### config.mk
export PLATFORM = sky130hd
export DESIGN_NAME = fbc_regs
export DESIGN_NICKNAME = d
export VERILOG_FILES = /design/src/fbc_pkg.sv /design/src/fbc_timer_if.sv /design/src/fbc_pin_sync.sv /design/src/fbc_tick_timer.sv /design/src/fbc_regs.sv
export VERILOG_INCLUDE_DIRS = /design/src /design/src/src
export SDC_FILE = /design/constraint.sdc
export NUM_CORES = 1
export LEC_CHECK = 0
export BUFFER_PORTS_ARGS = -buffer_cell sky130_fd_sc_hd__buf_2
export CAP_MARGIN = 20
export CORE_ASPECT_RATIO = 1.5
export CORE_MARGIN = 3
export CORE_UTILIZATION = 50
export DETAILED_ROUTE_END_ITERATION = 12
export GPL_TIMING_DRIVEN = 0
export MAX_ROUTING_LAYER = met4
export PLACE_DENSITY = 0.73
export SETUP_SLACK_MARGIN = 0.3
export SYNTH_ARGS = -nofsm -noshare
export SYNTH_HDL_FRONTEND = slang
export SYNTH_HIERARCHICAL = 1
export SYNTH_SLANG_ARGS = --single-unit
### constraint.sdc
create_clock -name core_clk -period 12.9 [get_ports core_clk]
set_clock_uncertainty 0.05 [all_clocks]
set_input_delay 1.29 -clock core_clk [delete_from_list [all_inputs] [get_ports core_clk]]
set_output_delay 1.29 -clock core_clk [all_outputs]
set_load 0.1 [all_outputs]
### src/fbc_params.svh
// Constants for the framebuffer configuration register bank.
`ifndef FBC_PARAMS_SVH
`define FBC_PARAMS_SVH
// ----------------------------------------
// Register indices on the register port
// ----------------------------------------
`define FBC_IDX_TIMING     3'h0
`define FBC_IDX_MODE       3'h1
`define FBC_IDX_CWMASK     3'h2
`define FBC_IDX_COLLO      3'h3
`define FBC_IDX_SHARE      3'h4
`define FBC_IDX_BYPMASK    3'h5
`define FBC_IDX_COLHI      3'h6
// ----------------------------------------
// Reset values
// ----------------------------------------
`define FBC_REFRESH_RST    8'h20
`define FBC_TIMEOUT_RST    4'h0
`define FBC_BYPMASK_RST    32'hFFFFFFFF
`define FBC_ZERO32         32'h00000000
// ----------------------------------------
// Strap positions on the depth-buffer data pins
// ----------------------------------------
`define FBC_SP_PAGEDIS     6
`define FBC_SP_FASTDIS     10
`define FBC_SP_XFERDIS     13
`define FBC_SP_EXTVTG      14
`define FBC_SP_DUALWE      19
`define FBC_SP_ENHSHR      20
`define FBC_SP_SWAP        21
// ----------------------------------------
// Timing, fixed mode bits and sharing role codes
// ----------------------------------------
`define FBC_TICK_LAST      4'hF
`define FBC_STRAP_WAIT     2'h3
`define FBC_MODE_FIXED     3'h7
`define FBC_ROLE_PRIMARY   2'h1
`define FBC_ROLE_SECONDARY 2'h2
`endif

### src/fbc_pkg.sv
// Types shared by the framebuffer configuration modules.
package fbc_pkg;
	// Startup sequence of the strap loader, one-hot.
	typedef enum logic [2:0] {
		FBC_ST_WAIT = 3'h1,
		FBC_ST_LOAD = 3'h2,
		FBC_ST_RUN  = 3'h4
	} fbc_state_t;
	typedef logic [1:0] fbc_code2_t;
endpackage

### src/fbc_timer_if.sv
// Carrier between the register bank and one sixteen-clock tick timer.
`timescale 1ns/1ps
`default_nettype none
interface fbc_timer_if;
	logic       load;     // Restart with val.
	logic       auto_rl;  // Reload on expiry and pulse.
	logic [7:0] val;      // Count in units of sixteen clocks.
	logic       expired;  // Count has reached zero.
	logic       pulse;    // One cycle at each automatic reload.
	modport ctl (output load, output auto_rl, output val, input expired, input pulse);
	modport tmr (input load, input auto_rl, input val, output expired, output pulse);
endinterface
`default_nettype wire

### src/fbc_pin_sync.sv
// Three-stage synchroniser; a change is taken once stages two and three agree.
`timescale 1ns/1ps
`default_nettype none
module fbc_pin_sync #(
	parameter int W = 1
) (
	input  wire logic         core_clk,
	input  wire logic         rst,
	input  wire logic         ce,
	input  wire logic [W-1:0] pin_in,
	output logic      [W-1:0] pin_out
);
	logic [W-1:0] s1_ff;  // Metastable stage, read only by s2_ff.
	logic [W-1:0] s2_ff;  // Second stage.
	logic [W-1:0] s3_ff;  // Third stage.
	logic [W-1:0] hold_ff;  // Last agreed value.

	// ----------------------------------------
	// Shift chain and agreement filter
	// ----------------------------------------
	// Only bits where the last two stages agree are passed, which rejects
	// a single-cycle glitch that slipped through the first stage.
	always_ff @(posedge core_clk or posedge rst) begin
		if (rst) begin
			s1_ff <= '0;
			s2_ff <= '0;
			s3_ff <= '0;
			hold_ff <= '0;
		end else if (ce) begin
			s1_ff <= pin_in;
			s2_ff <= s1_ff;
			s3_ff <= s2_ff;
			hold_ff <= (s2_ff & s3_ff) | (hold_ff & (s2_ff | s3_ff));
		end
	end
	assign pin_out = hold_ff;
endmodule
`default_nettype wire

### src/fbc_tick_timer.sv
// Down counter decremented once every sixteen clocks.
`timescale 1ns/1ps
`default_nettype none
`include "fbc_params.svh"
module fbc_tick_timer (
	input  wire logic core_clk,
	input  wire logic rst,
	input  wire logic ce,
	fbc_timer_if.tmr  t
);
	logic [3:0] pre_ff;  // Sixteen-clock prescaler.
	logic [7:0] cnt_ff;  // Remaining units.
	logic       pulse_ff;  // Reload marker.

	// ----------------------------------------
	// Count
	// ----------------------------------------
	// A load restarts the prescaler so the first unit is a full sixteen.
	always_ff @(posedge core_clk or posedge rst) begin
		if (rst) begin
			pre_ff <= '0;
			cnt_ff <= '0;
			pulse_ff <= 1'b0;
		end else if (ce) begin
			pulse_ff <= 1'b0;
			if (t.load) begin
				pre_ff <= '0;
				cnt_ff <= t.val;
			end else begin
				pre_ff <= pre_ff + 4'h1;
				if (pre_ff == `FBC_TICK_LAST && cnt_ff != 8'h00) begin
					if (cnt_ff == 8'h01 && t.auto_rl) begin
						cnt_ff <= t.val;
						pulse_ff <= 1'b1;
					end else begin
						cnt_ff <= cnt_ff - 8'h01;
					end
				end
			end
		end
	end
	assign t.expired = (cnt_ff == 8'h00);
	assign t.pulse = pulse_ff;
endmodule
`default_nettype wire

### src/fbc_regs.sv
// Framebuffer configuration and status register bank.
`timescale 1ns/1ps
`default_nettype none
`include "fbc_params.svh"
module fbc_regs
	import fbc_pkg::*;
(
	input  wire logic        core_clk,
	input  wire logic        rst,
	input  wire logic        ce,
	input  wire logic        reg_sel,
	input  wire logic        reg_wr,
	input  wire logic [2:0]  reg_addr,
	input  wire logic [31:0] reg_wdata,
	output logic      [31:0] reg_rdata,
	output logic             reg_ack,
	input  wire logic [31:0] strap_pins,
	input  wire logic        enhanced_mode_pin,
	input  wire logic [31:0] core_write_mask,
	input  wire logic [63:0] core_colour,
	input  wire logic        byp_wr_valid,
	input  wire logic [31:0] byp_new_data,
	input  wire logic [31:0] byp_old_data,
	output logic             byp_out_valid,
	output logic      [31:0] byp_out_data,
	input  wire logic        sec_req,
	input  wire logic        own_req,
	input  wire logic        own_grant,
	input  wire logic        sec_grant,
	output logic             sec_req_accept,
	output logic             own_req_gated,
	output logic      [2:0]  ras_cas_clks,
	output logic      [2:0]  precharge_clks,
	output logic      [2:0]  cas_clks,
	output logic             page_mode_en,
	output logic             refresh_req,
	output logic             fast_mode_en,
	output logic             transfer_en,
	output logic             ext_timing_sel,
	output logic      [1:0]  interleave_ways,
	output logic      [1:0]  block_fill_size,
	output logic             dual_write_enable,
	output logic      [15:0] class_code,
	output logic      [2:0]  window_size,
	output logic      [1:0]  sharing_role,
	output logic             legacy_share_compat,
	output logic             straps_loaded
);
	// ----------------------------------------
	// Declarations
	// ----------------------------------------
	fbc_state_t  st_ff;         // Strap loader state.
	logic [1:0]  wait_ff;       // Cycles waited for synchroniser fill.
	logic [31:0] strap_s;       // Synchronised strap pins.
	logic        enh_s;         // Synchronised enhanced-mode pin.
	fbc_code2_t  rascas_ff;     // Timing bits 1-0.
	fbc_code2_t  prech_ff;      // Timing bits 3-2.
	fbc_code2_t  caslow_ff;     // Timing bits 5-4.
	logic [7:0]  refresh_ff;    // Timing bits 13-6.
	logic        pagedis_ff;    // Timing bit 14.
	logic [8:0]  tstrap_ff;     // Timing bits 31-23, straps.
	logic        edo_ff;        // Timing bit 22.
	logic        fastdis_ff;    // Mode bit 3.
	fbc_code2_t  shmode_ff;     // Mode bits 5-4.
	logic        xferdis_ff;    // Mode bit 6.
	logic        extvtg_ff;     // Mode bit 7.
	fbc_code2_t  ilv_ff;        // Mode bits 9-8.
	fbc_code2_t  bfill_ff;      // Mode bits 11-10.
	logic        dualwe_ff;     // Mode bit 12.
	logic        compat_ff;     // Share bit 0.
	logic        enhshr_ff;     // Share bit 2, strap.
	logic [3:0]  pto_ff;        // Share bits 6-3.
	logic [3:0]  sto_ff;        // Share bits 10-7.
	logic        swap_ff;       // Share bit 11 (sharing_role_swap).
	logic [31:0] bypmask_ff;    // Bypass write mask.
	logic        wr_en;         // Host write this cycle.
	logic        refresh_wr;    // Refresh count rewritten.
	logic        refresh_wr_q_ff; // Refresh count rewritten last cycle.
	logic        sec_grant_q_ff;  // Secondary grant seen last cycle.
	logic [31:0] nxt_rdata;     // Read mux.
	logic [31:0] timing_word;   // Assembled timing register.
	logic [31:0] mode_word;     // Assembled mode register.
	logic [31:0] share_word;    // Assembled share register.
	fbc_code2_t  eff_role;      // Role after enhanced decode.
	logic [31:0] byp_merge;     // Masked bypass data.
	fbc_timer_if ref_t ();      // Refresh timer.
	fbc_timer_if pto_t ();      // Primary timeout.
	fbc_timer_if sto_t ();      // Secondary timeout.

	// Code-to-clocks decode shared by the three timing fields.
	function automatic logic [2:0] code_clks(input fbc_code2_t code, input logic [2:0] base);
		code_clks = {1'b0, code} + base;
	endfunction

	// ----------------------------------------
	// Pin synchronisers
	// ----------------------------------------
	fbc_pin_sync #(.W(32)) u_strap_sync (
		.core_clk (core_clk),
		.rst      (rst),
		.ce       (ce),
		.pin_in   (strap_pins),
		.pin_out  (strap_s)
	);
	fbc_pin_sync #(.W(1)) u_enh_sync (
		.core_clk (core_clk),
		.rst      (rst),
		.ce       (ce),
		.pin_in   (enhanced_mode_pin),
		.pin_out  (enh_s)
	);

	// ----------------------------------------
	// Strap loader
	// ----------------------------------------
	// Straps are captured a few edges after reset release so the
	// synchronisers hold settled pin values; reset itself loads constants.
	always_ff @(posedge core_clk or posedge rst) begin
		if (rst) begin
			st_ff <= FBC_ST_WAIT;
			wait_ff <= '0;
		end else if (ce) begin
			case (st_ff)
				FBC_ST_WAIT: begin
					wait_ff <= wait_ff + 2'h1;
					if (wait_ff == `FBC_STRAP_WAIT) begin
						st_ff <= FBC_ST_LOAD;
					end
				end
				FBC_ST_LOAD: begin
					st_ff <= FBC_ST_RUN;
				end
				FBC_ST_RUN: begin
					st_ff <= FBC_ST_RUN;
				end
				default: begin
					st_ff <= FBC_ST_WAIT;
				end
			endcase
		end
	end

	assign wr_en = reg_sel & reg_wr;
	assign refresh_wr = wr_en & (reg_addr == `FBC_IDX_TIMING);

	// ----------------------------------------
	// Memory timing register
	// ----------------------------------------
	// The strap load wins over a host write landing in the same cycle.
	always_ff @(posedge core_clk or posedge rst) begin
		if (rst) begin
			rascas_ff <= '0;
			prech_ff <= '0;
			caslow_ff <= '0;
			refresh_ff <= `FBC_REFRESH_RST;
			pagedis_ff <= 1'b0;
			tstrap_ff <= '0;
			edo_ff <= 1'b0;
		end else if (ce) begin
			if (st_ff == FBC_ST_LOAD) begin
				rascas_ff <= strap_s[1:0];
				prech_ff <= strap_s[3:2];
				caslow_ff <= strap_s[5:4];
				pagedis_ff <= strap_s[`FBC_SP_PAGEDIS];
				edo_ff <= strap_s[22];
				tstrap_ff <= strap_s[31:23];
			end else if (refresh_wr) begin
				// Bits 31-15 are read-only and ignore writes.
				rascas_ff <= reg_wdata[1:0];
				prech_ff <= reg_wdata[3:2];
				caslow_ff <= reg_wdata[5:4];
				refresh_ff <= reg_wdata[13:6];
				pagedis_ff <= reg_wdata[14];
			end
		end
	end

	// ----------------------------------------
	// Mode select register
	// ----------------------------------------
	always_ff @(posedge core_clk or posedge rst) begin
		if (rst) begin
			fastdis_ff <= 1'b0;
			shmode_ff <= '0;
			xferdis_ff <= 1'b0;
			extvtg_ff <= 1'b0;
			ilv_ff <= '0;
			bfill_ff <= '0;
			dualwe_ff <= 1'b0;
		end else if (ce) begin
			if (st_ff == FBC_ST_LOAD) begin
				fastdis_ff <= strap_s[`FBC_SP_FASTDIS];
				shmode_ff <= strap_s[12:11];
				xferdis_ff <= strap_s[`FBC_SP_XFERDIS];
				extvtg_ff <= strap_s[`FBC_SP_EXTVTG];
				ilv_ff <= strap_s[16:15];
				bfill_ff <= strap_s[18:17];
				dualwe_ff <= strap_s[`FBC_SP_DUALWE];
			end else if (wr_en && reg_addr == `FBC_IDX_MODE) begin
				// The shared mode field is read-only and keeps its strap.
				fastdis_ff <= reg_wdata[3];
				xferdis_ff <= reg_wdata[6];
				extvtg_ff <= reg_wdata[7];
				ilv_ff <= reg_wdata[9:8];
				bfill_ff <= reg_wdata[11:10];
				dualwe_ff <= reg_wdata[12];
			end
		end
	end

	// ----------------------------------------
	// Shared memory control and bypass mask
	// ----------------------------------------
	always_ff @(posedge core_clk or posedge rst) begin
		if (rst) begin
			compat_ff <= 1'b0;
			enhshr_ff <= 1'b0;
			pto_ff <= `FBC_TIMEOUT_RST;
			sto_ff <= `FBC_TIMEOUT_RST;
			swap_ff <= 1'b0;
			bypmask_ff <= `FBC_BYPMASK_RST;
		end else if (ce) begin
			if (st_ff == FBC_ST_LOAD) begin
				enhshr_ff <= strap_s[`FBC_SP_ENHSHR];
				swap_ff <= strap_s[`FBC_SP_SWAP];
			end else if (wr_en && reg_addr == `FBC_IDX_SHARE) begin
				compat_ff <= reg_wdata[0];
				pto_ff <= reg_wdata[6:3];
				sto_ff <= reg_wdata[10:7];
			end
			if (wr_en && reg_addr == `FBC_IDX_BYPMASK) begin
				bypmask_ff <= reg_wdata;
			end
		end
	end

	// ----------------------------------------
	// Register word assembly and read mux
	// ----------------------------------------
	// Reserved bits are tied to zero here, so reads never expose them.
	always_comb begin
		timing_word = `FBC_ZERO32;
		timing_word[1:0] = rascas_ff;
		timing_word[3:2] = prech_ff;
		timing_word[5:4] = caslow_ff;
		timing_word[13:6] = refresh_ff;
		timing_word[14] = pagedis_ff;
		timing_word[22] = edo_ff;
		timing_word[31:23] = tstrap_ff;
		timing_word[21] = 1'b0;
		mode_word = `FBC_ZERO32;
		mode_word[2:0] = `FBC_MODE_FIXED;
		mode_word[3] = fastdis_ff;
		mode_word[5:4] = shmode_ff;
		mode_word[6] = xferdis_ff;
		mode_word[7] = extvtg_ff;
		mode_word[9:8] = ilv_ff;
		mode_word[11:10] = bfill_ff;
		mode_word[12] = dualwe_ff;
		share_word = `FBC_ZERO32;
		share_word[0] = compat_ff;
		share_word[1] = enh_s;
		share_word[2] = enhshr_ff & enh_s;
		share_word[6:3] = pto_ff;
		share_word[10:7] = sto_ff;
		share_word[11] = swap_ff;
		case (reg_addr)
			`FBC_IDX_TIMING: nxt_rdata = timing_word;
			`FBC_IDX_MODE: nxt_rdata = mode_word;
			`FBC_IDX_CWMASK: nxt_rdata = core_write_mask;
			`FBC_IDX_COLLO: nxt_rdata = core_colour[31:0];
			`FBC_IDX_SHARE: nxt_rdata = share_word;
			`FBC_IDX_BYPMASK: nxt_rdata = bypmask_ff;
			`FBC_IDX_COLHI: nxt_rdata = core_colour[63:32];
			default: nxt_rdata = `FBC_ZERO32;
		endcase
	end

	// ----------------------------------------
	// Register port answer
	// ----------------------------------------
	// Every access is answered one edge later; write data is dropped on
	// read-only views, and the read data of a write cycle is zero.
	always_ff @(posedge core_clk or posedge rst) begin
		if (rst) begin
			reg_rdata <= '0;
			reg_ack <= 1'b0;
		end else if (ce) begin
			reg_ack <= reg_sel;
			reg_rdata <= (reg_sel && !reg_wr) ? nxt_rdata : `FBC_ZERO32;
		end
	end

	// ----------------------------------------
	// Sharing role decode
	// ----------------------------------------
	// In enhanced mode the swap bit exchanges the primary and secondary
	// roles; the full enhanced table is outside this bank.
	always_comb begin
		eff_role = shmode_ff;
		if (enhshr_ff && enh_s && swap_ff) begin
			case (shmode_ff)
				`FBC_ROLE_PRIMARY: eff_role = `FBC_ROLE_SECONDARY;
				`FBC_ROLE_SECONDARY: eff_role = `FBC_ROLE_PRIMARY;
				default: eff_role = shmode_ff;
			endcase
		end
	end

	// ----------------------------------------
	// Timers
	// ----------------------------------------
	// The reload follows the write by a cycle so the new count is used; the
	// secondary timeout starts on the grant's rising edge, not its level.
	always_ff @(posedge core_clk or posedge rst) begin
		if (rst) begin
			refresh_wr_q_ff <= 1'b0;
			sec_grant_q_ff <= 1'b0;
		end else if (ce) begin
			refresh_wr_q_ff <= refresh_wr;
			sec_grant_q_ff <= sec_grant;
		end
	end

	// The refresh timer restarts when the count is rewritten so a new
	// period takes effect at once; a count of zero stops refresh.
	assign ref_t.load = refresh_wr_q_ff | (st_ff != FBC_ST_RUN);
	assign ref_t.auto_rl = 1'b1;
	assign ref_t.val = refresh_ff;
	assign pto_t.load = own_grant;
	assign pto_t.auto_rl = 1'b0;
	assign pto_t.val = {4'h0, pto_ff};
	assign sto_t.load = sec_grant & ~sec_grant_q_ff;
	assign sto_t.auto_rl = 1'b0;
	assign sto_t.val = {4'h0, sto_ff};

	fbc_tick_timer u_ref_tmr (
		.core_clk (core_clk),
		.rst      (rst),
		.ce       (ce),
		.t        (ref_t.tmr)
	);
	fbc_tick_timer u_pto_tmr (
		.core_clk (core_clk),
		.rst      (rst),
		.ce       (ce),
		.t        (pto_t.tmr)
	);
	fbc_tick_timer u_sto_tmr (
		.core_clk (core_clk),
		.rst      (rst),
		.ce       (ce),
		.t        (sto_t.tmr)
	);

	// Bypass merge: masked bits come from new data, others stay.
	assign byp_merge = (byp_new_data & bypmask_ff) | (byp_old_data & ~bypmask_ff);

	// ----------------------------------------
	// Registered controls towards the sequencer
	// ----------------------------------------
	always_ff @(posedge core_clk or posedge rst) begin
		if (rst) begin
			ras_cas_clks <= '0;
			precharge_clks <= '0;
			cas_clks <= '0;
			page_mode_en <= 1'b0;
			refresh_req <= 1'b0;
			fast_mode_en <= 1'b0;
			transfer_en <= 1'b0;
			ext_timing_sel <= 1'b0;
			interleave_ways <= '0;
			block_fill_size <= '0;
			dual_write_enable <= 1'b0;
			class_code <= '0;
			window_size <= '0;
			sharing_role <= '0;
			legacy_share_compat <= 1'b0;
			straps_loaded <= 1'b0;
			sec_req_accept <= 1'b0;
			own_req_gated <= 1'b0;
			byp_out_valid <= 1'b0;
			byp_out_data <= '0;
		end else if (ce) begin
			ras_cas_clks <= code_clks(rascas_ff, 3'h2);
			precharge_clks <= code_clks(prech_ff, 3'h2);
			cas_clks <= code_clks(caslow_ff, 3'h1);
			page_mode_en <= ~pagedis_ff;
			refresh_req <= ref_t.pulse;
			fast_mode_en <= ~fastdis_ff;
			transfer_en <= ~xferdis_ff;
			ext_timing_sel <= extvtg_ff;
			interleave_ways <= ilv_ff;
			block_fill_size <= bfill_ff;
			dual_write_enable <= dualwe_ff;
			class_code <= tstrap_ff[3] ? 16'h0000 : 16'h0380;
			window_size <= tstrap_ff[8:6];
			sharing_role <= eff_role;
			legacy_share_compat <= compat_ff;
			straps_loaded <= (st_ff == FBC_ST_RUN);
			sec_req_accept <= sec_req & pto_t.expired & (eff_role == `FBC_ROLE_PRIMARY);
			own_req_gated <= own_req & ((eff_role != `FBC_ROLE_PRIMARY) | ~sec_grant
				| sto_t.expired);
			byp_out_valid <= byp_wr_valid;
			byp_out_data <= byp_wr_valid ? byp_merge : byp_out_data;
		end
	end
endmodule
`default_nettype wire

==> metrics <==
die area=35200 um2; CTS max path bufs=3; startpoint types=input port; final WL=52.2 mm; global-route wire length before repair=77.8 mm; crit path capture=byp_out_data[3]; Arr. time, crit path=a little over 4000 ps; Post-CTS Setup Repair Bufs=0; Max Transition Viols Final=0; Final Hold Fails=0; overall routing resource usage=29.7%; Initial Util=51.2%; Design Area, Final=20000 um2; # resized after CTS=0; Area Overhead vs Synth=21.3%; Initial DRC Count=1032; total CTS buffers=34; Die Ht=228 um; Seq. cell area=around 8500 um2; initial antenna violation count=10; Max-cap violations=0; LEAKAGE=about 9.4 nW; PD cells=191 nW/um2; syn avg cell area=12.3 um2; Rows=80; worst hold path startpoint=wait_ff[0]; most common cell after layout, fill and taps aside=buf_2; post-route ant nets=0; Slew @ Worst Pin=1010 ps; Hold Path Class=flip-flop to flip-flop; layout cell share with drive strength beyond 1=38.4%; # fillers=2548; Via density=approximately 5.9; Root Buffer=clkbuf_16; Avg WL per Cell=24.0 um; total grt overflow=0; CTS HTree Levels=2; crit-path cells=buf_2 > buf_2 > and2_1 > clkbuf_1 > clkbuf_1 > a21oi_1; Slowest-stage cell, CP=clkbuf_1; reg2reg start=st_ff[1]; die width=154 um; largest net degree at the start of global routing=99; core area=32100 um2; Critical Path RT=13200 ps; DR top layer=met4; Final HPWL DP=39.6 mm; Critical Path Source=ce; Final Cycle Share=just under 30%; met2 wire length=25.7 mm; area of the multi-input gates=7360 um2; Peak supply drop=between 0.1 and 0.15 mV; setup_tns=0 ps; CP Capture Type=flip-flop; crit path kind=input port to flip-flop; Period minus WS final=3780 ps; crit path max fanout=25; M1 wire length=20.8 mm; Initial DRT Pass Iterations=5; Gate Count Post-Synth=1338; slowest stage delay, CP=800 ps; DP Area=18800 um2; reg2reg setup slack=10610 ps; Clock Latency Late Sink=about 520 ps; nets=1984; # DRC=0; Post-Syn Area=16500 um2; DR WL met3=about 3.4 mm; Max Fclk=264 MHz; unrepaired setup endpoints after global routing=no; number of global-route vias before repair=approximately 13000; reg2reg end=u_ref_tmr/cnt_ff[7]; GPL Wtd Cong=roughly 0.93; port bufs=329; most frequent cells in the layout=buf_2 (349), dfrtp_1 (303), mux2_2 (99), mux2i_1 (91), nor2_1 (90); via count=approximately 13000; io pins=348; Max-slew headroom=32.0%; Hold Buf Count CTS=0; status=finished clean; clock sinks=337; Reg clk slew, reported paths=~60 ps; CTS tree=built; reg2reg path depth=4; synth warn=6; Final setup viols=0
## where the power goes
part	internal (mW)	switching (mW)
Sequential	1.32	0.250
Clock	0.597	0.421
Combinational	0.416	0.805
## metal layers
layer	vias to the layer above	GRT usage [%]
met5	-	-
met4	0	11.2
met3	100	4.61
met2	537	48.4
met1	6397	37.4
li1	5730	-
## worst min-delay path by stage
stage	cells past startpoint	endpoint
3_3_place_gp	1	wait_ff[0]
2_1_floorplan	2	u_ref_tmr/t.pulse
5_1_grt	1	reg_rdata[8]
3_5_place_dp	1	reg_rdata[8]
4_1_cts	1	wait_ff[0]
6_report	1	wait_ff[0]
## registers in the layout, summed over array words and instances (netlist names), 4 cells and up
signal	flops
u_pto_tmr/pre_ff	4
byp_out_data	32
sto_ff	4
u_ref_tmr/pre_ff	4
bypmask_ff	32
u_pto_tmr/cnt_ff	8
u_sto_tmr/pre_ff	4
pto_ff	4
ref_t.val	8
u_strap_sync/pin_out	29
tstrap_ff	9
reg_rdata	32
u_ref_tmr/cnt_ff	8
u_strap_sync/s2_ff	29
u_sto_tmr/cnt_ff	8
u_strap_sync/s3_ff	29
u_strap_sync/s1_ff	29
## cell type report
class                      instances  area share, %
inverter                          35          0.708
multi-input combinational        892           36.9
clock inverter                     6          0.307
antenna                           11          0.138
sequential                       337           42.5
tap                              410           2.57
clock buffer                      55           5.43
buffer                           100           2.98
timing repair buffer             332           8.55
## stage by stage
step | power, mW | worst slack, ps | instances | utilization (%) | hold WS [ps]
final | 3.81 | 9120 | 2178 | 62.1 | 428
after global routing | 3.96 | 8970 | 2177 | 62.1 | 445
after detailed placement | 2.80 | 8550 | 2105 | 58.5 | 419
after floorplan | 2.47 | 6730 | 1364 | - | 387
after CTS | 3.82 | 9100 | 2166 | 62.0 | 433
after global placement | 2.76 | 4270 | 2103 | 58.3 | 410
## critical path: cells and delay by family
family | cells | cell delay (ps)
buffers and inverters | 4 | 2250
and+or+nand+nor | 1 | 340
AOI/OAI and AO/OA | 1 | 160
Power figures use the tool's default switching activity.
